File: src/include/swb_defs.svh
// Constants for the serial debug port write buffer and ack selector.
// Assumes inclusion by bare name from each design file.
// Functional notes
// - Buffered write fitting the buffer gets OK
// - Keep issue order; stall port writes behind buffer
// - Dropping an accepted write sets payload error
// - Any sticky flag drops pending buffered writes
// - Ident/status read immediate, flushes, sets error
// - Abort write never stalls, drops buffer
// - Buffer busy: WAIT access reads, most port ops
// - Pushed modes turn access writes into reads
// - Port register chosen by address, bank select
// - Ident and status reads always OK
// - Other reads: FAULT, WAIT, else OK
// - Resend address returns last sent value
// - Read buffer returns previous result, sets valid
// - Read buffer WAIT/FAULT clears read valid
// - Overrun detection keeps data phase on WAIT/FAULT
// - Abort bits clear matching sticky flags
`ifndef SWB_DEFS_SVH
`define SWB_DEFS_SVH

`define SWB_ACK_OK 3'h1
`define SWB_ACK_WAIT 3'h2
`define SWB_ACK_FAULT 3'h4

`define SWB_A_IDENT 2'h0
`define SWB_A_ABORT 2'h0
`define SWB_A_CS 2'h1
`define SWB_A_RESEND 2'h2
`define SWB_A_SELECT 2'h2
`define SWB_A_RDBUF 2'h3
`define SWB_BANK_CS 4'h0
`define SWB_BANK_W 4

`define SWB_ABT_DAP 0
`define SWB_ABT_ERRCLR 2
`define SWB_ABT_WDCLR 3
`define SWB_ABT_ORCLR 4

`define SWB_CS_ORUNEN 0
`define SWB_CS_ORUN 1
`define SWB_CS_ERR 5
`define SWB_CS_READ_VALID_FLAG 6
`define SWB_CS_WDERR 7

// Arbitrary identification value
`define SWB_IDENT_VALUE 32'h1234_5671

`define SWB_WBUF_DEPTH 3'h4
`define SWB_WBUF_PW 2
`define SWB_WBUF_CW 3
`define SWB_WBUF_DP 1'h0
`define SWB_ENTRY_W 35
`define SWB_E_DP 34
`define SWB_E_ADDR 33:32

`define SWB_LINK_W 38
`define SWB_L_CLK 37
`define SWB_L_VALID 36
`define SWB_L_AP 35
`define SWB_L_RNW 34
`define SWB_L_ADDR 33:32

`define SWB_OFS_IRQ_STATUS 5'h00
`define SWB_OFS_IRQ_CLEAR 5'h04
`define SWB_OFS_IRQ_ENABLE 5'h08
`define SWB_OFS_CONFIG 5'h0C
`define SWB_OFS_STATE 5'h10

`define SWB_IRQ_W 3
`define SWB_IRQ_DROP 0
`define SWB_IRQ_FAULT 1
`define SWB_IRQ_WAIT 2

`define SWB_CFG_W 3
`define SWB_CFG_PUSHED 0
`define SWB_CFG_ORUN 1
`define SWB_CFG_V1 2
`define SWB_CFG_RESET 3'h4

`endif

File: src/include/swb_pkg.sv
// Types shared by the debug port write buffer and ack selector.
// Assumes swb_defs.svh supplies all numeric constants.
package swb_pkg;
   typedef logic [31:0] swb_word_t;
   typedef enum logic [3:0] {
      K_NONE, K_IDENT_RD, K_CS_RD, K_ABORT, K_DP_RD,
      K_RESEND, K_RDBUF, K_DP_WR, K_AP_RD, K_AP_WR
   } swb_kind_t;
endpackage : swb_pkg

File: src/verilog/swb_wbuf.sv
// In-order write buffer for the debug port.
// Assumes the owner never pushes and flushes in one cycle.
`timescale 1ns/100ps
`include "swb_defs.svh"
module swb_wbuf
(
   input wire logic clock,
   input wire logic rst_b,
   input wire logic push,
   input wire logic [`SWB_ENTRY_W-1:0] push_entry,
   input wire logic pop,
   input wire logic flush,
   output logic [`SWB_ENTRY_W-1:0] head,
   output logic empty,
   output logic full,
   output logic [`SWB_WBUF_CW-1:0] count
);
   logic [`SWB_ENTRY_W-1:0] mem [`SWB_WBUF_DEPTH];
   logic [`SWB_WBUF_PW-1:0] wr_ptr, rd_ptr, next_wr_ptr, next_rd_ptr;
   logic [`SWB_WBUF_CW-1:0] next_count;
   logic do_push, do_pop;

   always_comb
   begin
      empty = count == '0;
      full = count == `SWB_WBUF_DEPTH;
      head = mem[rd_ptr];
      do_push = push & ~full & ~flush;
      do_pop = pop & ~empty & ~flush;
      next_wr_ptr = wr_ptr;
      next_rd_ptr = rd_ptr;
      next_count = count;
      // Dropped entries vanish at once; ordering is pointer based
      if (flush)
      begin
         next_wr_ptr = '0;
         next_rd_ptr = '0;
         next_count = '0;
      end
      else
      begin
         if (do_push)
            next_wr_ptr = wr_ptr + 1'b1;
         if (do_pop)
            next_rd_ptr = rd_ptr + 1'b1;
         next_count = count + `SWB_WBUF_CW'(do_push)
            - `SWB_WBUF_CW'(do_pop);
      end
   end

   always_ff @(posedge clock)
   begin
      if (!rst_b)
      begin
         wr_ptr <= '0;
         rd_ptr <= '0;
         count <= '0;
      end
      else
      begin
         wr_ptr <= next_wr_ptr;
         rd_ptr <= next_rd_ptr;
         count <= next_count;
      end
      if (do_push)
         mem[wr_ptr] <= push_entry;
   end
endmodule : swb_wbuf

File: src/verilog/swb_top.sv
// Debug port write buffering and acknowledge selection.
// Assumes a packet decoder presents requests on the link clock,
// an access port handshake, and an Avalon-MM master for software.
`timescale 1ns/100ps
`include "swb_defs.svh"
module swb_top
(
   input wire logic CLOCK,
   input wire logic RST_B,
   input wire logic LINK_CLK,
   input wire logic REQ_VALID,
   input wire logic REQ_AP,
   input wire logic REQ_RNW,
   input wire logic [1:0] REQ_ADDR,
   input wire swb_pkg::swb_word_t REQ_WDATA,
   output logic ACK_VALID,
   output logic [2:0] ACK,
   output logic ACK_DATA_PHASE,
   output swb_pkg::swb_word_t RDATA,
   output logic AP_REQ,
   output logic AP_RNW,
   output logic [1:0] AP_ADDR,
   output swb_pkg::swb_word_t AP_WDATA,
   input wire logic AP_DONE,
   input wire logic AP_ERR,
   input wire swb_pkg::swb_word_t AP_RDATA,
   input wire logic [4:0] AVS_ADDRESS,
   input wire logic AVS_READ,
   input wire logic AVS_WRITE,
   input wire swb_pkg::swb_word_t AVS_WRITEDATA,
   input wire logic [3:0] AVS_BYTEENABLE,
   output swb_pkg::swb_word_t AVS_READDATA,
   output logic AVS_WAITREQUEST,
   output logic IRQ
);
   import swb_pkg::*;

   logic [`SWB_LINK_W-1:0] sync1, sync2, sync3;
   logic link_lvl, next_link_lvl, link_stable, req_take;
   logic q_ap, q_rnw;
   logic [1:0] q_addr;
   swb_word_t q_wdata;
   swb_kind_t kind;
   logic bank_cs;

   logic [`SWB_BANK_W-1:0] bank, next_bank;
   logic [2:0] next_ack, reply;
   logic next_ack_valid, next_dphase, next_read_valid_flag, read_valid_flag;
   swb_word_t next_rdata, last_sent, next_last, ap_result;
   swb_word_t next_ap_result, next_ap_wdata, cs_value;
   logic next_ap_req, next_ap_rnw;
   logic [1:0] next_ap_addr;
   logic wderr, st_err, st_orun, next_wderr, next_err, next_orun;
   logic sticky, idle, clr_err, clr_wd, clr_orun, set_orun;
   logic push, pop, flush, flush_req, ev_drop;
   logic [`SWB_ENTRY_W-1:0] push_entry, buf_head;
   logic buf_empty, buf_full;
   logic [`SWB_WBUF_CW-1:0] buf_count;
   logic [`SWB_IRQ_W-1:0] events, irq_st, next_irq_st, irq_en, next_en;
   logic [`SWB_IRQ_W-1:0] irq_clr;
   logic [`SWB_CFG_W-1:0] cfg, next_cfg;
   logic next_wait, next_irq;
   swb_word_t next_avs_rd;

   // Link clock is sampled; a change counts when stages two, three agree
   always_comb
   begin
      link_stable = sync2[`SWB_L_CLK] == sync3[`SWB_L_CLK];
      next_link_lvl = link_stable ? sync3[`SWB_L_CLK] : link_lvl;
      req_take = link_stable & sync3[`SWB_L_CLK] & ~link_lvl
         & sync3[`SWB_L_VALID];
      q_ap = sync3[`SWB_L_AP];
      q_rnw = sync3[`SWB_L_RNW];
      q_addr = sync3[`SWB_L_ADDR];
      q_wdata = sync3[31:0];
   end

   always_ff @(posedge CLOCK)
   begin
      if (!RST_B)
      begin
         sync1 <= '0;
         sync2 <= '0;
         sync3 <= '0;
         link_lvl <= 1'b0;
      end
      else
      begin
         sync1 <= {LINK_CLK, REQ_VALID, REQ_AP, REQ_RNW, REQ_ADDR,
            REQ_WDATA};
         sync2 <= sync1;
         sync3 <= sync2;
         link_lvl <= next_link_lvl;
      end
   end

   // Request decode
   always_comb
   begin
      bank_cs = ~cfg[`SWB_CFG_V1] | (bank == `SWB_BANK_CS);
      kind = K_NONE;
      if (req_take)
      begin
         if (q_ap)
            kind = (q_rnw | cfg[`SWB_CFG_PUSHED]) ? K_AP_RD
               : K_AP_WR;
         else if (!q_rnw)
            kind = (q_addr == `SWB_A_ABORT) ? K_ABORT : K_DP_WR;
         else
         begin
            unique case (q_addr)
               `SWB_A_IDENT: kind = K_IDENT_RD;
               `SWB_A_CS: kind = bank_cs ? K_CS_RD : K_DP_RD;
               `SWB_A_RESEND: kind = K_RESEND;
               `SWB_A_RDBUF: kind = K_RDBUF;
            endcase
         end
      end
   end

   swb_wbuf u_wbuf
   (
      .clock(CLOCK),
      .rst_b(RST_B),
      .push(push),
      .push_entry(push_entry),
      .pop(pop),
      .flush(flush),
      .head(buf_head),
      .empty(buf_empty),
      .full(buf_full),
      .count(buf_count)
   );

   // Ack selection, buffer control, sticky flags
   always_comb
   begin
      sticky = wderr | st_err | st_orun;
      idle = buf_empty & ~AP_REQ;
      cs_value = '0;
      cs_value[`SWB_CS_ORUNEN] = cfg[`SWB_CFG_ORUN];
      cs_value[`SWB_CS_ORUN] = st_orun;
      cs_value[`SWB_CS_ERR] = st_err;
      cs_value[`SWB_CS_READ_VALID_FLAG] = read_valid_flag;
      cs_value[`SWB_CS_WDERR] = wderr;
      next_ack = ACK;
      next_ack_valid = 1'b0;
      next_dphase = ACK_DATA_PHASE;
      next_rdata = RDATA;
      next_last = last_sent;
      next_ap_result = ap_result;
      next_read_valid_flag = read_valid_flag;
      next_bank = bank;
      next_ap_req = AP_REQ;
      next_ap_rnw = AP_RNW;
      next_ap_addr = AP_ADDR;
      next_ap_wdata = AP_WDATA;
      clr_err = 1'b0;
      clr_wd = 1'b0;
      clr_orun = 1'b0;
      set_orun = 1'b0;
      push = 1'b0;
      pop = 1'b0;
      flush_req = 1'b0;
      push_entry = {~q_ap, q_addr, q_wdata};
      reply = `SWB_ACK_OK;
      unique case (kind)
         K_NONE: ;
         K_IDENT_RD, K_CS_RD: flush_req = 1'b1;
         K_ABORT:
         begin
            flush_req = 1'b1;
            clr_err = q_wdata[`SWB_ABT_ERRCLR];
            clr_wd = q_wdata[`SWB_ABT_WDCLR];
            clr_orun = q_wdata[`SWB_ABT_ORCLR];
         end
         default:
            if (sticky)
               reply = `SWB_ACK_FAULT;
            else if (kind == K_AP_WR || (kind == K_DP_WR && `SWB_WBUF_DP))
               reply = buf_full ? `SWB_ACK_WAIT : `SWB_ACK_OK;
            else if (!idle)
               reply = `SWB_ACK_WAIT;
      endcase
      if (req_take)
      begin
         next_ack_valid = 1'b1;
         next_ack = reply;
         // Overrun detection keeps the data slot on refusals
         next_dphase = (reply == `SWB_ACK_OK) ? q_rnw
            : cfg[`SWB_CFG_ORUN];
         set_orun = (reply != `SWB_ACK_OK) & cfg[`SWB_CFG_ORUN];
         if (kind == K_RDBUF || kind == K_AP_RD)
            next_read_valid_flag = reply == `SWB_ACK_OK;
         if (reply == `SWB_ACK_OK)
         begin
            unique case (kind)
               K_IDENT_RD: next_rdata = `SWB_IDENT_VALUE;
               K_CS_RD: next_rdata = cs_value;
               K_DP_RD: next_rdata = swb_word_t'(bank);
               K_RESEND: next_rdata = last_sent;
               K_RDBUF:
               begin
                  next_rdata = ap_result;
                  next_last = ap_result;
               end
               K_AP_RD:
               begin
                  next_rdata = ap_result;
                  next_last = ap_result;
                  next_ap_req = 1'b1;
                  next_ap_rnw = 1'b1;
                  next_ap_addr = q_addr;
               end
               K_AP_WR: push = 1'b1;
               K_DP_WR:
                  if (`SWB_WBUF_DP)
                     push = 1'b1;
                  else if (q_addr == `SWB_A_SELECT)
                     next_bank = q_wdata[`SWB_BANK_W-1:0];
               default: ;
            endcase
         end
      end
      // Pending writes die once any sticky flag is up
      flush = (flush_req | sticky) & ~buf_empty;
      ev_drop = flush;
      // Head drains only when nothing is outstanding, keeping order
      if (!AP_REQ && !buf_empty && !flush)
      begin
         pop = 1'b1;
         if (buf_head[`SWB_E_DP])
         begin
            if (buf_head[`SWB_E_ADDR] == `SWB_A_SELECT)
               next_bank = buf_head[`SWB_BANK_W-1:0];
         end
         else
         begin
            next_ap_req = 1'b1;
            next_ap_rnw = 1'b0;
            next_ap_addr = buf_head[`SWB_E_ADDR];
            next_ap_wdata = buf_head[31:0];
         end
      end
      if (AP_REQ && AP_DONE)
      begin
         next_ap_req = 1'b0;
         if (AP_RNW)
            next_ap_result = AP_RDATA;
      end
      // Abort frees the access port even mid transfer
      if (kind == K_ABORT && q_wdata[`SWB_ABT_DAP])
         next_ap_req = 1'b0;
      // Set wins over a clear in the same cycle
      next_err = (st_err & ~clr_err) | (AP_REQ & AP_DONE & AP_ERR);
      next_wderr = (wderr & ~clr_wd) | ev_drop;
      next_orun = (st_orun & ~clr_orun) | set_orun;
      events = '0;
      events[`SWB_IRQ_DROP] = ev_drop;
      events[`SWB_IRQ_FAULT] = req_take & (reply == `SWB_ACK_FAULT);
      events[`SWB_IRQ_WAIT] = req_take & (reply == `SWB_ACK_WAIT);
   end

   always_ff @(posedge CLOCK)
   begin
      if (!RST_B)
      begin
         ACK <= `SWB_ACK_OK;
         ACK_VALID <= 1'b0;
         ACK_DATA_PHASE <= 1'b0;
         RDATA <= '0;
         last_sent <= '0;
         ap_result <= '0;
         read_valid_flag <= 1'b0;
         bank <= `SWB_BANK_CS;
         AP_REQ <= 1'b0;
         AP_RNW <= 1'b0;
         AP_ADDR <= '0;
         AP_WDATA <= '0;
         wderr <= 1'b0;
         st_err <= 1'b0;
         st_orun <= 1'b0;
      end
      else
      begin
         ACK <= next_ack;
         ACK_VALID <= next_ack_valid;
         ACK_DATA_PHASE <= next_dphase;
         RDATA <= next_rdata;
         last_sent <= next_last;
         ap_result <= next_ap_result;
         read_valid_flag <= next_read_valid_flag;
         bank <= next_bank;
         AP_REQ <= next_ap_req;
         AP_RNW <= next_ap_rnw;
         AP_ADDR <= next_ap_addr;
         AP_WDATA <= next_ap_wdata;
         wderr <= next_wderr;
         st_err <= next_err;
         st_orun <= next_orun;
      end
   end

   // Avalon slave: every access answers on the second cycle
   always_comb
   begin
      next_wait = ~((AVS_READ | AVS_WRITE) & AVS_WAITREQUEST);
      next_avs_rd = AVS_READDATA;
      next_en = irq_en;
      next_cfg = cfg;
      irq_clr = '0;
      if (AVS_READ && AVS_WAITREQUEST)
      begin
         case (AVS_ADDRESS)
            `SWB_OFS_IRQ_STATUS: next_avs_rd = swb_word_t'(irq_st);
            `SWB_OFS_IRQ_ENABLE: next_avs_rd = swb_word_t'(irq_en);
            `SWB_OFS_CONFIG: next_avs_rd = swb_word_t'(cfg);
            `SWB_OFS_STATE: next_avs_rd = {16'h0000, bank, 1'h0,
               buf_count, 3'h0, AP_REQ, read_valid_flag, st_orun, st_err, wderr};
            default: next_avs_rd = '0;
         endcase
      end
      if (AVS_WRITE && !AVS_WAITREQUEST && AVS_BYTEENABLE[0])
      begin
         case (AVS_ADDRESS)
            `SWB_OFS_IRQ_CLEAR: irq_clr = AVS_WRITEDATA[`SWB_IRQ_W-1:0];
            `SWB_OFS_IRQ_ENABLE: next_en = AVS_WRITEDATA[`SWB_IRQ_W-1:0];
            `SWB_OFS_CONFIG: next_cfg = AVS_WRITEDATA[`SWB_CFG_W-1:0];
            default: ;
         endcase
      end
      next_irq_st = (irq_st & ~irq_clr) | events;
      next_irq = |(next_irq_st & next_en);
   end

   always_ff @(posedge CLOCK)
   begin
      if (!RST_B)
      begin
         AVS_WAITREQUEST <= 1'b1;
         AVS_READDATA <= '0;
         irq_en <= '0;
         irq_st <= '0;
         cfg <= `SWB_CFG_RESET;
         IRQ <= 1'b0;
      end
      else
      begin
         AVS_WAITREQUEST <= next_wait;
         AVS_READDATA <= next_avs_rd;
         irq_en <= next_en;
         irq_st <= next_irq_st;
         cfg <= next_cfg;
         IRQ <= next_irq;
      end
   end
endmodule : swb_top

File: config.mk
export PLATFORM = sky130hd
export DESIGN_NAME = swb_top
export DESIGN_NICKNAME = d
export VERILOG_FILES = /design/src/include/swb_pkg.sv /design/src/verilog/swb_wbuf.sv /design/src/verilog/swb_top.sv
export VERILOG_INCLUDE_DIRS = /design/src /design/src/include
export SDC_FILE = /design/constraint.sdc
export NUM_CORES = 1
export LEC_CHECK = 0
export BUFFER_PORTS_ARGS = -buffer_cell sky130_fd_sc_hd__buf_2
export CORE_MARGIN = 3
export CORE_UTILIZATION = 50
export DETAILED_ROUTE_END_ITERATION = 12
export PLACE_DENSITY_LB_ADDON = 0.05
export SLEW_MARGIN = 20
export SYNTH_ARGS = -nofsm -noshare
export SYNTH_HDL_FRONTEND = slang
export SYNTH_SLANG_ARGS = --single-unit
File: constraint.sdc
create_clock -name CLOCK -period 3.4 [get_ports CLOCK]
set_input_delay 0.68 -clock CLOCK [delete_from_list [all_inputs] [get_ports CLOCK]]
set_output_delay 0.68 -clock CLOCK [all_outputs]
set_load 0.01 [all_outputs]
Word-level counts from Yosys, hierarchy flattened
Memories as Yosys holds them, arrays and structs flattened. A register that Yosys moved wholly into a read port is not among the register bits.
Cells that the tools add are included.

cells by class
  add/sub/neg operators = 4
  equal/unequal tests = 23
  multiplexer cells = 55
  bitwise operators = 44
  reduce and logical (&&, ||, !) cells = 30

operators by type and width
  kind                                                                    count
  32-bit case mux with 5 select lines                                     1
  16-bit case mux with 4 select lines                                     1
  4-bit two-way mux                                                       10
  1-bit two-way mux                                                       24
  3-bit two-way mux                                                       8
  2-bit two-way mux                                                       10
  1-bit AND                                                               18
  4-bit by 3-bit equality test with 1-bit output (second input constant)  4
  4-bit case mux with 4 select lines                                      1
  1-bit NOT                                                               13
  5-bit by 4-bit equality test with 1-bit output (second input constant)  2
  1-bit OR                                                                9
  3-bit OR reduction                                                      3
  4-bit by 2-bit equality test with 1-bit output (second input constant)  2
  4-bit equality test (second input constant)                             2
  4-bit logical NOT                                                       2
  2-bit AND reduction                                                     4
  1-bit logical AND                                                       7
  3-bit AND                                                               2
  2-bit equality test (second input constant)                             3
  3-bit equality test (second input constant)                             2
  3-bit AND reduction                                                     2
  5-bit by 3-bit equality test with 1-bit output (second input constant)  1
  5-bit equality test (second input constant)                             1
  19 further kinds                                                        24

storage, ports and cells
  bits in registers = 310
  RAM bits = 140
  output and inout bits = 107
  memories kept = 1

memory list
  memory      words  width  rd ports  clocked after memory_dff  write ports  RTL line        RTL
  u_wbuf.mem  4      35     1         1                         1            swb_wbuf.sv:18  logic [`SWB_ENTRY_W-1:0] mem [`SWB_WBUF_DEPTH];

Depth between registers and ports, before layout
Gate-level depths: netlist of run 1.

  word-level depth = 19
  gate-level depth with buffers = 11
  gate-level depth less buffers = 11

By module
A second synthesis of run 1 with hierarchy kept.

second synthesis, totals
  cells, all modules = 1270
  area total of the unflattened synthesis = 15678.8 µm²

modules (own cells, without submodules)
  module    instances  cells an instance  area each (µm²)
  swb_top   1          1036               10094.7
  swb_wbuf  1          234                5584.1

Worst setup path before layout of run 1
Ideal clock, no wire load.

  path kind = flip-flop to flip-flop
  start point = register bank[0]
  end point = memory u_wbuf.mem[1][0] (netlist name), enable pin
  data arrival time = 2421 ps
  data required time = 3005 ps
  path slack = 584 ps
  cell stages (with the launch flop) = 5
  cells stage by stage = dfxtp_1 o41ai_4 o211ai_1 a2111oi_4 and2_1

on the way
  longest elaborated chain between the ends = 18
  elaborated cells between the ends (all ways) = 29

ends and longest elaborated chain
  what                                                             RTL line                        RTL
  start, declared                                                  swb_top.sv:46                   logic [`SWB_BANK_W-1:0] bank, next_bank;
  start signal, assigned                                           swb_top.sv:275                  bank <= `SWB_BANK_CS;
  start signal, assigned                                           swb_top.sv:293                  bank <= next_bank;
  4-bit logical NOT (no source line) *                             --
  1-bit OR *                                                       swb_top.sv:100                  bank_cs = ~cfg[`SWB_CFG_V1] | (bank == `SWB_BANK_CS);
  3-bit two-way mux *                                              swb_top.sv:113                  `SWB_A_CS: kind = bank_cs ? K_CS_RD : K_DP_RD;
  4-bit case mux with 4 select lines *                             swb_top.sv:111                  unique case (q_addr)
  4-bit two-way mux *                                              swb_top.sv:107                  else if (!q_rnw)
  4-bit two-way mux *                                              swb_top.sv:104                  if (q_ap)
  4-bit two-way mux *                                              swb_top.sv:102                  if (req_take)
  4-bit equality test                                              swb_top.sv:180, swb_top.sv:197
  [... 2 more ...]                                                 --
  3-bit two-way mux                                                swb_top.sv:167                  unique case (kind)
  3-bit by 1-bit equality test with 1-bit output (no source line)  --
  1-bit two-way mux                                                swb_top.sv:195                  if (reply == `SWB_ACK_OK)
  1-bit two-way mux                                                swb_top.sv:185                  if (req_take)
  1-bit AND                                                        swb_wbuf.sv:28                  do_push = push & ~full & ~flush;
  1-bit AND *                                                      swb_wbuf.sv:28
  1-bit two-way mux *                                              swb_wbuf.sv:65                  if (do_push)
  1-bit two-way mux (not written as such) *                        swb_wbuf.sv:66                  mem[wr_ptr] <= push_entry;
  end, declared                                                    swb_wbuf.sv:18

Mark *: on every way between the ends. The rest lies on a longest branch, timed or not. The select of a mux whose other input is x is not followed.

Worst setup path after layout of run 1
  start point = register bank[1]
  end point = register u_wbuf.count[2]

on the way
  longest elaborated chain between the ends = 18
  elaborated cells between the ends (all ways) = 35

ends and longest elaborated chain
  what                                                                                                              RTL line        RTL
  4-bit logical NOT (no source line) *                                                                              --
  1-bit OR *                                                                                                        swb_top.sv:100
  3-bit two-way mux *                                                                                               swb_top.sv:113
  4-bit case mux with 4 select lines *                                                                              swb_top.sv:111
  4-bit two-way mux *                                                                                               swb_top.sv:107
  4-bit two-way mux *                                                                                               swb_top.sv:104
  4-bit two-way mux *                                                                                               swb_top.sv:102
  4-bit by 2-bit equality test with 1-bit output or 4-bit by 1-bit equality test with 1-bit output (tied branches)  swb_top.sv:167
  [... 3 more ...]                                                                                                  --
  1-bit AND *                                                                                                       swb_top.sv:226  flush = (flush_req | sticky) & ~buf_empty;
  1-bit logical NOT                                                                                                 swb_top.sv:229  if (!AP_REQ && !buf_empty && !flush)
  1-bit logical AND                                                                                                 swb_top.sv:229
  1-bit two-way mux                                                                                                 swb_top.sv:229
  1-bit AND                                                                                                         swb_wbuf.sv:29  do_pop = pop & ~empty & ~flush;
  1-bit AND *                                                                                                       swb_wbuf.sv:29
  named net u_wbuf.do_pop                                                                                           swb_wbuf.sv:21  logic do_push, do_pop;
  3-bit by 1-bit subtractor with 3-bit output *                                                                     swb_wbuf.sv:46  next_count = count + `SWB_WBUF_CW'(do_push)
  end signal, assigned                                                                                              swb_wbuf.sv:63  count <= next_count;
  end, declared                                                                                                     swb_wbuf.sv:16  output logic [`SWB_WBUF_CW-1:0] count

Mark *: on every way through the listed nets, which the timed path passes. The rest lies on a longest branch. The select of a mux whose other input is x is not followed.
A chain may end at the register's enable or synchronous reset.

==> flow_summary_export.csv, run 1 <==
group,metric,value,unit
synth,synth_top_area_frac,0.3782,
route,drc,0,
cts,cts_made_buffers,45,
pwr,ir_worst_vdd,0.4432,mV
cts,cts_tree,"built",
setup_path,worstReg2RegStart,"bank[1]",
die,std_cell_rows,63,
placement,gp_congestion,0.8023,
cts,clk_pin_slew_worst_paths,0.06,ns
cells_and_area,layout_common_cells,"290 x dfxtp_1, 170 x buf_2, 140 x edfxtp_1",
route,num_vias,9955,
global_route,grt_overflow_total,0,
global_route,grt_pass1_wl,52630,um
cells_and_area,syn_to_final_growth,17.39,%
synth,yosys.area.top_type,"dfxtp_1",
pwr,clockPowerShare,0.389,
die,core_region_area,30030,um^2
cts,clkSinkCount,432,
setup_path,arrival,3.27,ns
synth,ys_seq_area_frac,0.6502,
placement,io_buffers,171,
synth,synth_flop_cell,"dfxtp_1",
cts,clkLatencyLatePin,0.54,ns
sta,setup_tns,0,ns
setup_path,crit_start,"bank[1]",
route,ant_nets,0,
cts,htreeDepth,2,
setup_path,crit_fanout,8,
route,drtIter0Drc,590,
cells_and_area,final_cell_area,18140,um^2
die,fp.dieH,181.8,um
sta,fin_crit_sh,0.8408,
route,wirelength,32760,um
sta,worstMarginPinSlew,0.9546,ns
synth,async_flop_share,0,
sta,hold_viol_final,0,
cells_and_area,layout.nets,1548,
die,fp.dieW,181.8,um
setup_path,required,3.81,ns
sta,rsz0062_at_grt,"no",
sta,max_freq,349.8,MHz
setup_path,critPathKind,"reg2reg",
die,pin_count,224,
pwr,switching_share,0.2538,
worst_hold_path,whs_path_depth,2,
synth,yosys-top-cells-area,"dfxtp_1 38%, edfxtp_1 27%, mux4_2 5.1%, and2_1 4.9%, a21oi_1 2.9%",
route,routed_via_density,5.378,
synth,postSynthCellCount,1259,
die,design.die.area,33060,um^2
route,post_drt_wl_per_cell,17.70,um
pwr,leakage,0.006969,uW
cells_and_area,register_area,10050,um^2
route,wl_met2,15760,um
cts,cts_resized,0,
placement,placed_area,16680,um^2
pwr,p_seq_frac,0.469,
global_route,antenna_found_initial,1,
job,drv_cap,0,
setup_path,reg2regPathDepth,10,
sta,period_needed,2.859,ns
cts,cts.path.max_buffers,3,
pwr,p_int,9271,uW
cells_and_area,layout_commonest_cell,"dfxtp_1",
sta,setup_viol,0,
sta,slew_headroom,0.3636,
synth,synth-edff-count,140,
pwr,p_switching,3154,uW
route,wl_met3,1774,um
setup_path,r2r-end,"u_wbuf.count[2]",
cells_and_area,drive_above_1_share,0.2192,
synth,yosys_register_bits,432,
setup_path,crit_path_start_kind,"register",
route,dr.pass1.iters,5,
synth,synth_area,15460,um^2
setup_path,r2r_slack,0.54,ns
synth,synth_warnings,0,
placement,post-dp-hpwl,20040,um
cts,postCtsHoldBufs,0,
setup_path,cp-end-kind,"register",
global_route,grt_util_all_layers,0.1951,
setup_path,crit_path_end,"u_wbuf.count[2]",
sta,slew_viol_final,0,
worst_hold_path,hp-class,"in2reg",
sta,finClkSkew,0.01830,ns
die,start_util,0.5146,
synth,synth.distinct_cells,68,
pwr,p_comb_frac,0.142,
global_route,grt_max_degree,122,
cells_and_area,fill_cells,2465,
outcome,status,"complete, no violations",
cts,post_cts_buffers,0,
global_route,grt_pass1_vias,10020,
route,wl_met1,14770,um
synth,avgSynthCellArea,12.28,um^2
pwr,powerDensity,684.8,nW/um^2
cts,cts-root-buf,"clkbuf_16",
route,top_layer,"met4",
cells_and_area,multiInputGateArea,4961,um^2
==> Yosys cell counts (all sizes together), types with 2 or more instances <==
| cell type | instances |
|---|---|
| a2111oi | 2 |
| a211oi | 3 |
| a21boi | 2 |
| a21oi | 91 |
| a22o | 34 |
| a22oi | 27 |
| a31oi | 8 |
| and2 | 120 |
| and3 | 2 |
| and3b | 3 |
| and4 | 2 |
| buf | 39 |
| clkbuf | 63 |
| dfxtp | 292 |
| edfxtp | 140 |
| ha | 7 |
| inv | 13 |
| mux2i | 44 |
| mux4 | 35 |
| nand2 | 96 |
| nand3 | 42 |
| nand4 | 2 |
| nand4b | 2 |
| nor2 | 74 |
| nor2b | 2 |
| nor3 | 8 |
| nor3b | 2 |
| nor4 | 3 |
| o2111ai | 2 |
| o211ai | 3 |
| o21ai | 64 |
| o22ai | 3 |
| or3 | 2 |
| or3b | 2 |
| or4 | 2 |
| xnor2 | 3 |
==> sequential cells by signal, indices dropped and copies added (netlist names), 2 cells and up, named ones only <==
| name | count |
|---|---|
| u_wbuf.mem | 140 |
| sync1 | 38 |
| sync2 | 38 |
| sync3 | 38 |
| AP_WDATA | 32 |
| RDATA | 32 |
| ap_result | 32 |
| last_sent | 32 |
| AVS_READDATA | 12 |
| bank | 4 |
| ACK | 3 |
| cfg | 3 |
| irq_en | 3 |
| irq_st | 3 |
| u_wbuf.count | 3 |
| AP_ADDR | 2 |
| u_wbuf.rd_ptr | 2 |
| u_wbuf.wr_ptr | 2 |
==> per-layer routing <==
layer  vias to the layer above  global-route usage
li1                       4798                   -
met1                      4869              0.2650
met2                       251              0.3289
met3                        37             0.03405
met4                         0             0.04631
met5                         -                   0
==> worst min path at each step <==
stage	slack (ns)	startpoint	to
floorplan	0.41	sync1[0]	sync2[0]
global placement	0.41	sync1[26]	sync2[26]
CTS	0.32	REQ_WDATA[25]	sync1[25]
finish	0.34	REQ_WDATA[25]	sync1[25]
global route	0.33	REQ_WDATA[11]	sync1[11]
detailed placement	0.42	sync1[30]	sync2[30]
==> power groups by stage <==
stage / Sequential [uW] / Clock, uW / Combinational, uW
final: 5830 / 4830 / 1770
after global routing: 5870 / 5150 / 1950
after CTS: 5840 / 4950 / 1800
after detailed placement: 5950 / 0 / 1790
after global placement: 5940 / 0 / 1770
after floorplan: 5900 / 0 / 1230
==> through the flow <==
step	utilization	worst slack (ns)	cells	hold slack [ns]	total power, uW
final	0.6041	0.5412	1851	0.3425	12430
after global routing	0.6041	0.3838	1851	0.3254	12970
after CTS	0.6040	0.5465	1850	0.3177	12590
after detailed placement	0.5553	0.5506	1766	0.4186	7740
after global placement	0.5553	0.6176	1766	0.4133	7710
after floorplan	-	0.5836	1278	0.4119	7130
==> worst max-delay path, stage by stage, from the launching register on <==
cell,delay (ns)
dfxtp_1,0.38
o41ai_4,0.60
o2111ai_2,0.26
and3_1,0.23
ha_1,0.27
inv_1,0.04
ha_1,0.21
fa_1,0.39
xnor2_1,0.18
xnor2_1,0.14
nor2_1,0.05
==> cell type report <==
| type | count | area share |
|---|---|---|
| Sequential cell | 432 | 0.5540 |
| Multi-Input combinational cell | 731 | 0.2734 |
| Clock buffer | 57 | 0.06510 |
| Timing Repair Buffer | 200 | 0.06206 |
| Tap cell | 390 | 0.02689 |
| Clock inverter | 27 | 0.01552 |
| Inverter | 13 | 0.002827 |
| Antenna cell | 1 | 0.0001379 |
==> logic make-up (layout without fill, tap and decap cells) <==
kind of cell    count (synthesis)  after routing  synth area share
other cells                     1             21         0.0002426
xor+xnor                        4              4          0.002267
simple gates                  369            369            0.1216
buf+inv                       115            297           0.03521
mux                            80             80           0.08047
compound gates                250            250            0.1031
fa+ha+maj                       8              8          0.006962
flops                         432            432            0.6502
Note: power is estimated with default switching activity, not from simulation.
==> inputs of run 2 (changes only) <==
- ABC_AREA: unset -> 1
- clock period: 3.4 -> 2.8 ns (I/O delays scaled with it)
==> flow_summary_export.csv, run 2 <==
group,metric,value,unit
outcome,status,"complete, no violations",
pwr,powerDensity,807.6,nW/um^2
die,fp.dieH,185.2,um
cts,cts_made_buffers,45,
route,dr.pass1.iters,5,
cells_and_area,largest_reg_flops,140,
synth,yosys.area.top_type,"dfxtp_1",
setup_path,arrival,3.02,ns
synth,muxShareOfSynthArea,0,
synth,async_flop_share,0,
synth,netlist_top_cells_count,"466 x nand2_1, 292 x dfxtp_1, 202 x inv_1",
setup_path,crit_slowest_cell,"fa_1",
pwr,p_seq_frac,0.458,
synth,synth-xor-area-share,0.001092,
route,routed_via_density,5.007,
cells_and_area,drive_above_1_share,0.1612,
cts,postCtsHoldBufs,0,
synth,yosys-top-cells-area,"dfxtp_1 36%, edfxtp_1 26%, nand2_1 11%, a21oi_1 4.7%, inv_1 4.7%",
synth,avgSynthCellArea,9.103,um^2
setup_path,critPathKind,"reg2reg",
pwr,clockPowerShare,0.381,
synth,synth_top_area_frac,0.3643,
die,core_region_area,31070,um^2
pwr,p_switching,4055,uW
sta,finClkSkew,0.01182,ns
cts,cts-root-buf,"clkbuf_16",
pwr,leakage,0.008578,uW
cells_and_area,fill_cells,2791,
route,ant_nets,0,
setup_path,required,3.21,ns
placement,post-dp-hpwl,21990,um
sta,whs,0.2125,ns
setup_path,worstReg2RegStart,"sync2[37]",
route,wirelength,34840,um
synth,synth_top_family_by_area,"simple AND/OR/NAND/NOR gates",
synth,yosys_register_bits,432,
sta,max_freq,382.3,MHz
setup_path,worst-path-buf-inv,4,
cells_and_area,syn_to_final_growth,17.43,%
setup_path,cp_common_cell,"nand2_1",
sta,slew_headroom,0.5871,
setup_path,crit_start,"sync2[37]",
cts,cts_resized,0,
die,pin_count,224,
die,fp.dieW,185.2,um
worst_hold_path,min-delay-start,"REQ_WDATA[17]",
placement,gp_congestion,0.8119,
global_route,grt_max_degree,93,
sta,period_needed,2.616,ns
pwr,switching_share,0.2664,
global_route,grt_pass1_vias,11170,
setup_path,cp_cell_sequence,"ha_1, nand2_1, nor2_4, nand2_1, inv_2, nand2_1, nand3_4, inv_2, a21oi_4, nand2_1, inv_2, ha_1, inv_1, ha_1, fa_1, xor2_1, nor2_1",
die,std_cell_rows,64,
synth,synth-compound-area-share,0.1064,
synth,synth_most_common_cell,"nand2_1",
setup_path,cp_top_family,"adder cells",
cells_and_area,fin_cells,2363,
cells_and_area,multiInputGateArea,4727,um^2
setup_path,r2r_slack,0.18,ns
setup_path,cp-end-kind,"register",
cts,clk_pin_slew_worst_paths,0.06,ns
cells_and_area,layout_commonest_cell,"nand2_1",
sta,finalWorstSetupSlack,0.1842,ns
setup_path,crit_fanout,4,
die,start_util,0.5165,
route,num_vias,11830,
synth,ys_seq_area_frac,0.6262,
synth,synth_flop_cell,"dfxtp_1",
route,drc,0,
sta,worstMarginPinSlew,0.6170,ns
cts,htreeDepth,2,
sta,setup_viol,0,
cts,cts.path.max_buffers,3,
die,design.die.area,34280,um^2
placement,dp.cells,2281,
synth,synth_simple_gate_area_frac,0.1732,
cells_and_area,register_area,10050,um^2
placement,post-place-ws,0.2110,ns
global_route,antenna_found_initial,0,
synth,synth_warnings,0,
cells_and_area,layout_common_cells,"466 x nand2_1, 291 x dfxtp_1, 199 x inv_1",
synth,postSynthCellCount,1763,
pwr,p_int,11160,uW
cts,clkSinkCount,432,
sta,slew_viol_final,0,
global_route,grt_overflow_total,0,
worst_hold_path,hp-class,"in2reg",
synth,synthAdderAreaFrac,0.006705,
pwr,p_comb_frac,0.160,
cells_and_area,largest_register,"u_wbuf.mem",
cts,post_cts_buffers,0,
placement,io_buffers,171,
route,post_drt_wl_per_cell,14.75,um
pwr,ir_worst_vdd,0.5522,mV
setup_path,critPathMaxStageDelay,0.37,ns
job,drv_cap,0,
cts,cts_tree,"built",
cells_and_area,layout.nets,2057,
synth,synth.distinct_cells,41,
cells_and_area,final_cell_area,18850,um^2
setup_path,crit_path_start_kind,"register",
pwr,totalPowerFinal,15220,uW
synth,synth-edff-count,140,
synth,synth_area,16050,um^2
route,drtIter0Drc,817,
cts,clkLatencyLatePin,0.53,ns
global_route,grt_util_all_layers,0.2007,
cells_and_area,n_antenna_cell,0,
global_route,grt_pass1_wl,55430,um
placement,placed_area,17370,um^2
sta,hold_viol_final,0,
sta,fin_crit_sh,0.9342,
run 2: metrics by stage:
stage	utilization	setup TNS (ns)
global route	0.6066	-0.02094
CTS	0.6063	0
floorplan	-	-50.72
finish	0.6066	0
detailed placement	0.5590	0
global placement	0.5590	0
run 2: layer usage:
layer,wire length (um),global-route usage
met3,1927,0.03064
met1,15600,0.2649
met4,667,0.05162
met5,0,0
met2,16650,0.3481
run 2: area by class of cell:
type                    count  area share
well taps                 396     0.02629
multi-input cells        1025      0.2508
inverters                 214     0.04262
clock inverters            10    0.006905
flip-flops and latches    432      0.5333
clock buffers              72     0.07097
repair buffers            214     0.06905
run 2: power groups by stage:
stage / sequential [uW] / combinational [uW] / clock (uW)
CTS: 6980 / 2460 / 5930
finish: 6980 / 2440 / 5810
global placement: 7100 / 2430 / 0
floorplan: 7150 / 1610 / 0
detailed placement: 7110 / 2450 / 0
global route: 7020 / 2750 / 6200
run 2: tightest hold or removal path, stage by stage:
cell	delay, ns
buf_2	0.07
nand2_1	0.04
inv_1	0.04
run 2: logic make-up (layout without fill, tap and decap cells):
| kind of cell | Yosys count | after routing |
|---|---|---|
| simple gates | 693 | 693 |
| flops | 432 | 432 |
| buf+inv | 325 | 510 |
| compound gates | 302 | 302 |
| fa+ha+maj | 8 | 8 |
| xor+xnor | 2 | 2 |
| other cells | 1 | 20 |
run 2: final timing paths:
| path | end | depth (start not counted) |
|---|---|---|
| setup / recovery | u_wbuf.count[2] | 17 |
| hold / removal | sync1[17] | 3 |
| setup reg to reg | u_wbuf.count[2] | 17 |
| hold reg to reg | sync2[36] | 2 |
==> inputs of run 3 (changes only) <==
- CORE_UTILIZATION: 50 -> 59
- CTS_BUF_LIST: unset -> sky130_fd_sc_hd__clkbuf_4 sky130_fd_sc_hd__clkbuf_8
==> flow_summary_export.csv, run 3 (synthesized netlist as in run 2, its figures left out) <==
group,metric,value,unit
sta,setup_viol,0,
cts,clkSinkCount,432,
route,drc,0,
global_route,grt_pass1_vias,11230,
cells_and_area,layout_common_cells,"464 x nand2_1, 291 x dfxtp_1, 199 x inv_1",
cells_and_area,utilization,0.7068,
cts,cts_tree,"built",
setup_path,crit_path_start_kind,"register",
sta,worstMarginPinSlew,0.5510,ns
cells_and_area,syn_to_final_growth,16.39,%
placement,dp.cells,2213,
sta,slew_headroom,0.6327,
sta,period_needed,2.589,ns
placement,gp_congestion,0.8687,
global_route,globalRouteMet2Util,0.3924,
sta,finClkSkew,0.02842,ns
pwr,leakage,0.008587,uW
setup_path,cp_cell_sequence,"ha_1, nand2_1, nor2_2, buf_4, nand2_1, nand3_4, inv_2, a21oi_4, nand2_2, inv_2, ha_1, inv_1, ha_1, fa_1, xor2_1, nor2_1",
sta,fin_crit_sh,0.9245,
global_route,busiest_layer,"met2",
route,routed_via_density,5.159,
sta,hold_viol_final,0,
pwr,ir_worst_vdd,0.4613,mV
global_route,grt_util_all_layers,0.2356,
route,wirelength,34720,um
cts,cts_made_buffers,69,
cts,clkLatencyLatePin,0.58,ns
cells_and_area,fill_cells,2099,
cts,cts-root-buf,"clkbuf_8",
cells_and_area,fin_cells,2331,
cells_and_area,largest_register,"u_wbuf.mem",
setup_path,worst-path-buf-inv,4,
cts,cts.path.max_buffers,3,
route,dr.pass1.iters,6,
sta,setup_tns,0,ns
sta,max_freq,386.3,MHz
die,fp.dieH,170.9,um
cts,postCtsHoldBufs,0,
cts,htreeDepth,3,
pwr,powerDensity,795.8,nW/um^2
cells_and_area,drive_above_1_share,0.1829,
die,start_util,0.6072,
cts,clk_pin_slew_worst_paths,0.06,ns
cts,post_cts_buffers,0,
cells_and_area,layout.nets,2074,
global_route,grt_pass1_wl,55340,um
die,fp.dieW,170.9,um
setup_path,arrival,3.04,ns
placement,io_buffers,171,
route,ant_nets,0,
setup_path,cp_common_cell,"ha_1",
setup_path,cp-end-kind,"register",
route,num_vias,12030,
job,drv_cap,0,
global_route,use_met1,0.3172,
global_route,gr-usage-met3,0.03766,
setup_path,cp_top_family,"adder cells",
cells_and_area,largest_reg_flops,140,
die,pin_count,224,
route,drtIter0Drc,889,
sta,slew_viol_final,0,
pwr,totalPowerFinal,14860,uW
cts,cts_resized,0,
setup_path,critPathMaxStageDelay,0.37,ns
cells_and_area,layout_commonest_cell,"nand2_1",
global_route,antenna_found_initial,0,
global_route,grt_max_degree,81,
setup_path,crit_slowest_cell,"fa_1",
cells_and_area,n_antenna_cell,0,
global_route,grt_overflow_total,0,
die,design.die.area,29220,um^2
worst_hold_path,hp-class,"in2reg",
placement,post-dp-hpwl,21270,um
sta,whs,0.1627,ns
setup_path,required,3.26,ns
setup_path,crit_fanout,10,
outcome,status,"complete, no violations",
die,std_cell_rows,59,
die,core_region_area,26430,um^2
setup_path,critPathKind,"reg2reg",
route,post_drt_wl_per_cell,14.89,um
-- run 3: cell count changes in the layout (fill, tap and decap cells not counted), sizes merged --
cell | before | now
inv | 216 | 219
bufinv | 3 | 2
clkinvlp | 0 | 1
buf | 214 | 207
clkbuf | 72 | 107
clkinv | 5 | 3
-- run 3: layer usage --
layer / vias up / routed length (um) / share of wire
met1: 5582 / 15130 / 0.44
met5: - / 0 / 0
li1: 6012 / - / -
met3: 66 / 1996 / 0.057
met4: 0 / 806 / 0.023
met2: 365 / 16790 / 0.48
-- run 3: tightest hold or removal path, cell delays in order --
cell     delay [ns]
buf_2          0.07
nand2_1        0.04
inv_1          0.04
-- run 3: path summary, 6_finish.rpt --
kind                  from              end  slack, ns  depth (start not counted)
max              sync2[37]  u_wbuf.count[2]       0.21                         16
min reg2reg      sync1[18]        sync2[18]       0.39                          2
min          REQ_WDATA[30]        sync1[30]       0.16                          3
max reg2reg      sync2[37]  u_wbuf.count[2]       0.21                         16
-- run 3: area by class of cell --
| cell class | instances | area, um^2 | share of cell area |
|---|---|---|---|
| inverters | 214 | 803.3 | 0.04301 |
| clock buffers | 107 | 1285 | 0.06880 |
| flip-flops and latches | 432 | 10050 | 0.5381 |
| repair buffers | 207 | 1257 | 0.06732 |
| clock inverters | 11 | 135.1 | 0.007235 |
| multi-input cells | 1025 | 4727 | 0.2531 |
| well taps | 335 | 419.2 | 0.02244 |
-- run 3: power breakdown --
part	switching [uW]	internal, uW
clock	2350	3120
combinational	1600	844
sequential	180	6780
-- run 3: metrics by stage --
step | area, um^2 | setup slack, ns
floorplan | 16120 | -0.3623
global placement | 17250 | 0.2009
detailed placement | 17250 | 0.1828
CTS | 18670 | 0.1477
global route | 18680 | -0.01458
finish | 18680 | 0.2115
